**src/dacc_pkg.sv**
```systemverilog
// package: constants and carrier types for the decimal accumulator
package dacc_pkg;

  // ==========================================================
  // machine cycle geometry (one clock edge = one degree)
  // ==========================================================
  localparam int          ANGLE_W        = 9;                 // counter width
  localparam logic [8:0]  ANGLE_LAST     = 9'h167;            // 359 degrees
  localparam logic [8:0]  SENSE_FIRST    = 9'h009;            // digit 9 sensed at 9
  localparam logic [8:0]  SENSE_LAST     = 9'h099;            // digit 1 sensed at 153
  localparam logic [8:0]  DEG_PER_UNIT   = 9'h012;            // 18 degrees per unit
  localparam logic [3:0]  ENGAGE_DLY     = 4'hc;              // 12 degrees to mesh
  localparam logic [8:0]  ADD_STOP       = 9'h0b7;            // first stop point, 183
  localparam logic [8:0]  CARRY_WIN_OPEN = 9'h0db;            // carry window closes at 219
  localparam logic [8:0]  CARRY_WIN_END  = 9'h0e7;            // window released at 231
  localparam logic [8:0]  CARRY_PULSE    = 9'h0e1;            // carry pulse at 225
  localparam logic [8:0]  CARRY_STOP     = 9'h0ff;            // second stop point, 255
  localparam logic [8:0]  PEND_CLEAR     = 9'h100;            // pending cleared at 256

  // ==========================================================
  // position layout
  // ==========================================================
  localparam int          NUM_POS        = 80;                // positions fitted
  localparam int          NUM_GROUPS     = 16;                // four each of 2,4,6,8
  localparam logic [3:0]  DIGIT_NINE     = 4'h9;              // top decimal value
  localparam logic [4:0]  SUB_LAST       = 5'h11;             // 17: last degree of a unit

  // per-position wheel state
  typedef struct packed {
    logic [3:0] digit;       // value standing on the wheel
    logic       engaged;     // clutch in mesh, wheel turning
    logic [3:0] dly;         // degrees left before mesh
    logic [4:0] sub;         // degrees turned within current unit
    logic       pending;     // carry pending (wheel passed 9 to 0)
    logic       add_done;    // add start already taken this cycle
    logic       carry_done;  // carry start already taken this cycle
  } pos_state_t;

  // timing contacts derived from the angle
  typedef struct packed {
    logic cycle_timing;      // digit sensing contact
    logic carry_window;      // carry window contact
  } contacts_t;

endpackage : dacc_pkg

```
**src/decimal_accumulator_add_carry.sv**
```systemverilog
// decimal accumulator: per-position add wheels with parallel carry
//
// Summary of operation
// RULE1: digit n sensed at 9+18*(9-n) degrees
// RULE2: wheel meshes exactly 12 degrees after start
// RULE3: add advance stops and disengages at 183
// RULE4: one decimal unit per 18 degrees turned
// RULE5: disengaged wheel holds its digit fixed
// RULE6: each position wraps modulo ten
// RULE7: wrap 9 to 0 latches carry pending
// RULE8: carry pulse 225, window contact, pending gated
// RULE9: carry starts next position, one unit
// RULE10: second stop point ends carry advance
// RULE11: pending flags cleared at 256 degrees
// RULE12: per-position nine indication output
// RULE13: carry through nines passed in parallel
// RULE14: groups 2,4,6,8 by four; carry stays inside
// RULE15: angle counter 0 to 359 drives everything
// RULE16: one add and one carry per cycle
`timescale 1ns/1ps
module decimal_accumulator_add_carry #(
  parameter int NPOS = dacc_pkg::NUM_POS                      // positions fitted
) (
  // clock and reset
  input  wire  logic                           sys_clk_i,
  input  wire  logic                           rstn_i,
  // reading brushes, one per position, high while contact through a hole
  input  wire  logic [NPOS-1:0]                hole_i,
  // machine timing
  output logic [dacc_pkg::ANGLE_W-1:0]         angle_o,
  output logic                                 cycle_timing_contact_o,
  output logic                                 carry_window_contact_o,
  // accumulator state
  output logic [NPOS-1:0][3:0]                 digit_o,
  output logic [NPOS-1:0]                      nine_o,
  output logic [NPOS-1:0]                      carry_pending_o,
  output logic [NPOS-1:0]                      engaged_o
);
  import dacc_pkg::*;

  // ==========================================================
  // helpers
  // ==========================================================
  // true at the digit sensing angles 9,27,...,153
  function automatic logic sense_angle(input logic [8:0] a);
    logic [8:0] off;
    off = a - SENSE_FIRST;
    return (a >= SENSE_FIRST) && (a <= SENSE_LAST) && ((off % DEG_PER_UNIT) == 9'h000);
  endfunction : sense_angle

  // true when position i is the high-order end of its group
  function automatic logic group_top(input int i);
    int base;
    logic top;
    base = 0;
    top  = 1'b0;
    for (int g = 0; g < NUM_GROUPS; g++)
    begin
      base = base + 2 * (g / 4 + 1);
      if (i == base - 1)
        top = 1'b1;
    end
    return top;
  endfunction : group_top

  // ==========================================================
  // cycle angle counter and contacts
  // ==========================================================
  logic [8:0] angle_r;             // present cycle angle
  logic [8:0] angle_nxt;           // next cycle angle
  contacts_t  cont_r;              // contacts as seen at angle_r
  contacts_t  cont_nxt;            // contacts for angle_nxt

  // advance one degree per edge, wrap at 359
  always_comb
  begin
    angle_nxt = (angle_r == ANGLE_LAST) ? 9'h000 : angle_r + 9'h001;                 // [RULE15]
    cont_nxt.cycle_timing = sense_angle(angle_nxt);                                   // [RULE1]
    cont_nxt.carry_window = (angle_nxt >= CARRY_WIN_OPEN) && (angle_nxt < CARRY_WIN_END); // [RULE8]
  end

  // register angle and contacts together so they stay aligned
  always_ff @(posedge sys_clk_i)
  begin
    if (!rstn_i)
    begin
      angle_r <= 9'h000;
      cont_r  <= '0;
    end
    else
    begin
      angle_r <= angle_nxt;
      cont_r  <= cont_nxt;
    end
  end

  // ==========================================================
  // start pulses: add from brushes, carry chained within groups
  // ==========================================================
  pos_state_t            pos_r   [NPOS];   // wheel state
  pos_state_t            pos_nxt [NPOS];   // next wheel state
  logic       [NPOS-1:0] add_fire;         // add start taken now
  logic       [NPOS-1:0] carry_in;         // carry start arriving now
  logic       [NPOS-1:0] nine_r;           // registered nine indication
  logic       [NPOS-1:0] nine_nxt;         // next nine indication
  logic                  carry_pulse;      // qualified carry impulse

  // carry is only issued at 225 and only while the window contact is closed
  assign carry_pulse = cont_r.carry_window && (angle_r == CARRY_PULSE);               // [RULE8]

  // chain evaluated combinationally so every affected wheel starts together;
  // a long run of nines costs only gate depth, never extra degrees
  always_comb
  begin
    for (int i = 0; i < NPOS; i++)
    begin
      // brush gated by sensing contact; ignored if already started
      add_fire[i] = hole_i[i] && cont_r.cycle_timing && !pos_r[i].add_done
                    && !pos_r[i].engaged && (pos_r[i].dly == 4'h0);                   // [RULE16]
      if (i == 0 || group_top(i - 1))
        carry_in[i] = 1'b0;                                                           // [RULE14]
      else
        carry_in[i] = carry_pulse && (pos_r[i-1].pending                              // [RULE9]
                      || (carry_in[i-1] && pos_r[i-1].digit == DIGIT_NINE));          // [RULE13]
    end
  end

  // ==========================================================
  // wheel motion per position
  // ==========================================================
  always_comb
  begin
    for (int i = 0; i < NPOS; i++)
    begin
      pos_nxt[i] = pos_r[i];
      // new machine cycle re-arms both starts
      if (angle_r == ANGLE_LAST)
      begin
        pos_nxt[i].add_done   = 1'b0;
        pos_nxt[i].carry_done = 1'b0;
      end
      // start taken: mesh after the engage delay
      if (add_fire[i])
      begin
        pos_nxt[i].dly      = ENGAGE_DLY - 4'h1;                                      // [RULE2]
        pos_nxt[i].add_done = 1'b1;
      end
      else if (carry_in[i] && !pos_r[i].carry_done && !pos_r[i].engaged)
      begin
        pos_nxt[i].dly        = ENGAGE_DLY - 4'h1;                                    // [RULE9]
        pos_nxt[i].carry_done = 1'b1;                                                 // [RULE16]
      end
      else if (pos_r[i].dly != 4'h0)
      begin
        pos_nxt[i].dly = pos_r[i].dly - 4'h1;
        if (pos_r[i].dly == 4'h1)
          pos_nxt[i].engaged = 1'b1;                                                  // [RULE2]
      end
      // late in the cycle the pending latch is released; done before the
      // turning step so that a wrap on the same edge would still win
      if (angle_r == PEND_CLEAR)
        pos_nxt[i].pending = 1'b0;                                                    // [RULE11]
      // turning: one unit for every 18 degrees
      if (pos_r[i].engaged)
      begin
        if (pos_r[i].sub == SUB_LAST)
        begin
          pos_nxt[i].sub = 5'h00;
          if (pos_r[i].digit == DIGIT_NINE)
          begin
            pos_nxt[i].digit   = 4'h0;                                                // [RULE6]
            pos_nxt[i].pending = 1'b1;                                                // [RULE7]
          end
          else
            pos_nxt[i].digit = pos_r[i].digit + 4'h1;                                 // [RULE4]
        end
        else
          pos_nxt[i].sub = pos_r[i].sub + 5'h01;
        // fixed stop points: first lobe for add, second for carry
        if (angle_r == ADD_STOP - 9'h001 || angle_r == CARRY_STOP - 9'h001)
        begin
          pos_nxt[i].engaged = 1'b0;                                                  // [RULE3] [RULE10]
          pos_nxt[i].sub     = 5'h00;
        end
      end
      nine_nxt[i] = (pos_nxt[i].digit == DIGIT_NINE);                                 // [RULE12]
    end
  end

  // register wheel state; a detented wheel simply keeps pos_r.digit
  always_ff @(posedge sys_clk_i)
  begin
    for (int i = 0; i < NPOS; i++)
    begin
      if (!rstn_i)
        pos_r[i] <= '0;
      else
        pos_r[i] <= pos_nxt[i];                                                       // [RULE5]
    end
    if (!rstn_i)
      nine_r <= '0;
    else
      nine_r <= nine_nxt;
  end

  // ==========================================================
  // outputs, all straight from flops
  // ==========================================================
  always_comb
  begin
    angle_o                = angle_r;
    cycle_timing_contact_o = cont_r.cycle_timing;
    carry_window_contact_o = cont_r.carry_window;
    nine_o                 = nine_r;
    for (int i = 0; i < NPOS; i++)
    begin
      digit_o[i]         = pos_r[i].digit;
      carry_pending_o[i] = pos_r[i].pending;
      engaged_o[i]       = pos_r[i].engaged;
    end
  end
endmodule : decimal_accumulator_add_carry

```
**config.mk**
```make
export PLATFORM = sky130hd
export DESIGN_NAME = decimal_accumulator_add_carry
export DESIGN_NICKNAME = d
export VERILOG_FILES = /design/src/dacc_pkg.sv /design/src/decimal_accumulator_add_carry.sv
export SDC_FILE = /design/constraint.sdc
export NUM_CORES = 2
export LEC_CHECK = 0
export BUFFER_PORTS_ARGS = -buffer_cell sky130_fd_sc_hd__buf_2
export CELL_PAD_IN_SITES_DETAIL_PLACEMENT = 1
export CELL_PAD_IN_SITES_GLOBAL_PLACEMENT = 1
export CORE_ASPECT_RATIO = 0.9
export CORE_UTILIZATION = 41
export CTS_BUF_LIST = sky130_fd_sc_hd__clkbuf_2 sky130_fd_sc_hd__clkbuf_4 sky130_fd_sc_hd__clkbuf_8
export DETAILED_ROUTE_END_ITERATION = 8
export GPL_TIMING_DRIVEN = 0
export PLACE_DENSITY = 0.73
export SLEW_MARGIN = 40
export SYNTH_ARGS = -nofsm -noshare
export SYNTH_HDL_FRONTEND = slang
export SYNTH_SLANG_ARGS = --single-unit
```
**constraint.sdc**
```tcl
create_clock -name sys_clk_i -period 5.4 [get_ports sys_clk_i]
set_clock_uncertainty 0.05 [all_clocks]
set_input_delay 1.08 -clock sys_clk_i [delete_from_list [all_inputs] [get_ports sys_clk_i]]
set_output_delay 1.08 -clock sys_clk_i [all_outputs]
set_load 0.05 [all_outputs]
```
==> flow_summary.yaml <==
run_status:
  status: "complete, no violations"
power:
  swShare_pct: 27.19
  power.switching_mw: 6.753
  powerDensity_nw_per_um2: 306.5
  power_frac_seq_pct: 45.4
  comb_power_share_pct: 10.0
  intPower_mw: 18.08
  ir_worst_vdd_v: 0.0002226
  p_leak_nw: 33.49
  design_power_total_mw: 24.83
  pwr-share-clk_pct: 44.6
drt:
  drt_wl_total_um: 255400
  ant_nets: 0
  avgViaCountPerCell: 5.436
  firstDrtPassIters: 5
  drcViolationCount: 0
  wl_per_cell_um: 21.76
  dr_total_vias: 63790
  drt_iter0_drc: 3443
sta:
  rsz0062_at_grt: "no"
  hold_violations: 0
  slew_headroom_pct: 37.70
  finalSetupTns_ns: 0
  setup_violations: 0
  tightest_slew_ns: 0.9220
  maxSlewViolCount: 0
  fin_crit_sh_pct: 96.32
  fmax_mhz: 192.3
  min_period_ns: 5.201
floorplan:
  fp.dieW_um: 432.1
  io_pins: 653
  dieHeight_um: 389.1
  start_util_pct: 41.43
  core_um2: 164800
  die-area_um2: 168100
  placement_rows: 141
yosys:
  synthArstFlopShare_pct: 0
  synth_nets: 8654
  synth.avg_cell_area_um2: 8.159
  synth_edf_count: 0
  synthCells: 8367
  yosysWarnings: 0
  ys_seq_elements: 1435
  ys.flop_type: "dfxtp_1"
  ys_seq_area_share_pct: 42.08
  ys_types: 90
  syn_area_um2: 68260
setup_path:
  critPathArrivalTime_ns: 6.04
  crit_path_end_kind: "register"
  critPathLaunchType: "register"
  cp_max_fo: 19
  critical_path_required_ns: 6.23
  crit_type: "reg -> reg"
  worst-r2r-setup-slack_ns: 0.20
clock_tree:
  clock_path_buffers: 4
  clkTransAtPathRegs_ns: 0.06
  cts_tree: "built"
  clk_latency_ns: 1.00
  cts_buffers: 276
  numClockSinks: 1435
  cts_root_buf: "clkbuf_8"
  htree_levels: 5
finish:
  nNetsFinal: 9622
  fin_cells: 11740
  drive_gt1_share_pct: 20.21
  area_delta_synth_final_pct: 18.68
  fillers: 20150
place:
  place_inst: 11260
  dp_hpwl_um: 187300
  finalWeightedCongestion: 0.8821
  io_buffers: 651
grt:
  antenna_found_initial: 34
  grt_max_degree: 17
  grt_pass1_wl_um: 380200
  globalRoute.totalOverflow: 0
  grt_use_total_pct: 29.40
  grt_pass1_vias: 63670
flow_run:
  maxCapViolCount: 0
min_path:
  worstHoldPathType: "reg -> reg"
[worst max-delay path: stages (launching register included)]
cell	delay (ns)
dfxtp_4	0.42
ha_1	0.22
and4_4	0.26
nand2_4	0.07
buf_8	0.23
nand2_1	0.16
ha_2	0.21
nand2_2	0.09
a31o_1	0.24
clkbuf_4	0.21
or4_4	0.61
a21oi_4	0.23
buf_12	0.14
nor3_1	0.05
o22a_1	0.25
a21oi_1	0.17
o21ai_1	0.11
ha_1	0.27
or3_1	0.37
a31oi_1	0.16
o221a_1	0.20
o211ai_1	0.12
o31ai_2	0.23
[layer usage]
layer / vias to the layer above / wire length (um) / global-route usage, %
li1: 30440 / - / -
met1: 31330 / 108700 / 36.56
met2: 1472 / 120800 / 49.43
met3: 543 / 12710 / 4.288
met4: 4 / 13180 / 14.76
met5: - / 23 / 0
[layout make-up]
type / instances / area, um^2 / area share, %
antenna: 14 / 35.03 / 0.04324
buffer: 791 / 5005 / 6.178
clock buffer: 430 / 5368 / 6.626
clock inverter: 18 / 120.1 / 0.1483
inverter: 212 / 795.8 / 0.9823
multi-input combinational: 5928 / 34170 / 42.18
sequential: 1435 / 28730 / 35.47
tap: 2216 / 2773 / 3.423
timing repair buffer: 691 / 4009 / 4.948
[power by group through the flow]
stage	Combinational, mW	Clock, mW	Sequential (mW)
after global placement	2.31	0	11.5
after CTS	2.47	11.3	11.3
final	2.48	11.1	11.3
after detailed placement	2.46	0	11.5
after global routing	2.72	11.8	11.3
after floorplan	1.69	0	11.4
[cell families (layout without fill, tap and decap cells)]
family / count (synthesis) / in the layout / synth area share [%]
other: 0 / 14 / 0
AOI/OAI and AO/OA: 1539 / 1539 / 12.95
buffers and inverters: 1004 / 2142 / 8.237
adders and majority gates: 206 / 206 / 3.772
xor gates and xnor gates: 299 / 299 / 3.889
and+or+nand+nor: 3811 / 3811 / 27.90
DFF: 1435 / 1435 / 42.08
muxes: 73 / 73 / 1.169
[final timing paths]
kind / from / cells past startpoint / end
setup / recovery: angle_o[1] / 22 / cycle_timing_contact_o
hold / removal: pos_r[1][205] / 2 / pos_r[1][205]
setup reg to reg: angle_o[1] / 22 / cycle_timing_contact_o
hold reg to reg: pos_r[1][205] / 2 / pos_r[1][205]
[cell usage in the layout (no fill, tap or decap), types with 173 or more instances in the layout]
cell / instances
a21oi_1: 735
nor2_1: 1405
inv_1: 211
clkbuf_8: 342
ha_1: 204
dfxtp_1: 1432
clkbuf_1: 173
buf_4: 492
nand3_1: 244
nand2_1: 617
nor3b_1: 184
nor2b_1: 281
buf_2: 670
o21ai_0: 345
xor2_1: 270
nor3_1: 325
[state kept, by name, indices dropped and copies added, names as in the netlist]
| name | flops |
|---|---|
| carry_window_contact_o | 1 |
| angle_o | 9 |
| nine_o | 80 |
| pos_r | 1344 |
| cycle_timing_contact_o | 1 |
[cell usage after synthesis, drive strengths merged (66+ instances only)]
cell type     n  area (um^2)
dfxtp      1435        28730
nor2       1405         5274
a21oi       738         3709
nand2       622         2337
buf         513         3780
o21ai       349         1747
nor3        335         1687
nor2b       281         1758
clkbuf      279         1047
xor2        270         2365
nand3       245         1231
inv         212        795.8
ha          205         2565
nor3b       184         1381
o22ai       138        863.3
nand4       120        757.0
nor4bb      117         1171
nor4         99        625.6
nand3b       90        675.7
and2         76        475.5
a22oi        71        533.0
and3         66        412.9
[stage by stage]
step	utilization [%]	instance area (um^2)	hold slack, ns	worst slack [ns]
after floorplan	-	68260	0.3819	0.1535
after global placement	45.09	74290	0.3911	-1.748
after detailed placement	45.64	75210	0.3995	-0.9278
after CTS	49.04	80800	0.3559	0.005864
after global routing	49.15	80990	0.4220	0.02047
final	49.17	81010	0.4049	0.1987
[timing repair]
action,4_1_cts,5_1_grt
resized for setup,17,14
endpoints found under the hold margin,0,0
pin swaps,4,9
hold buffers,0,0
setup endpoints to repair,1,1
setup buffers,3,5
(Power assumes the default switching activity.)
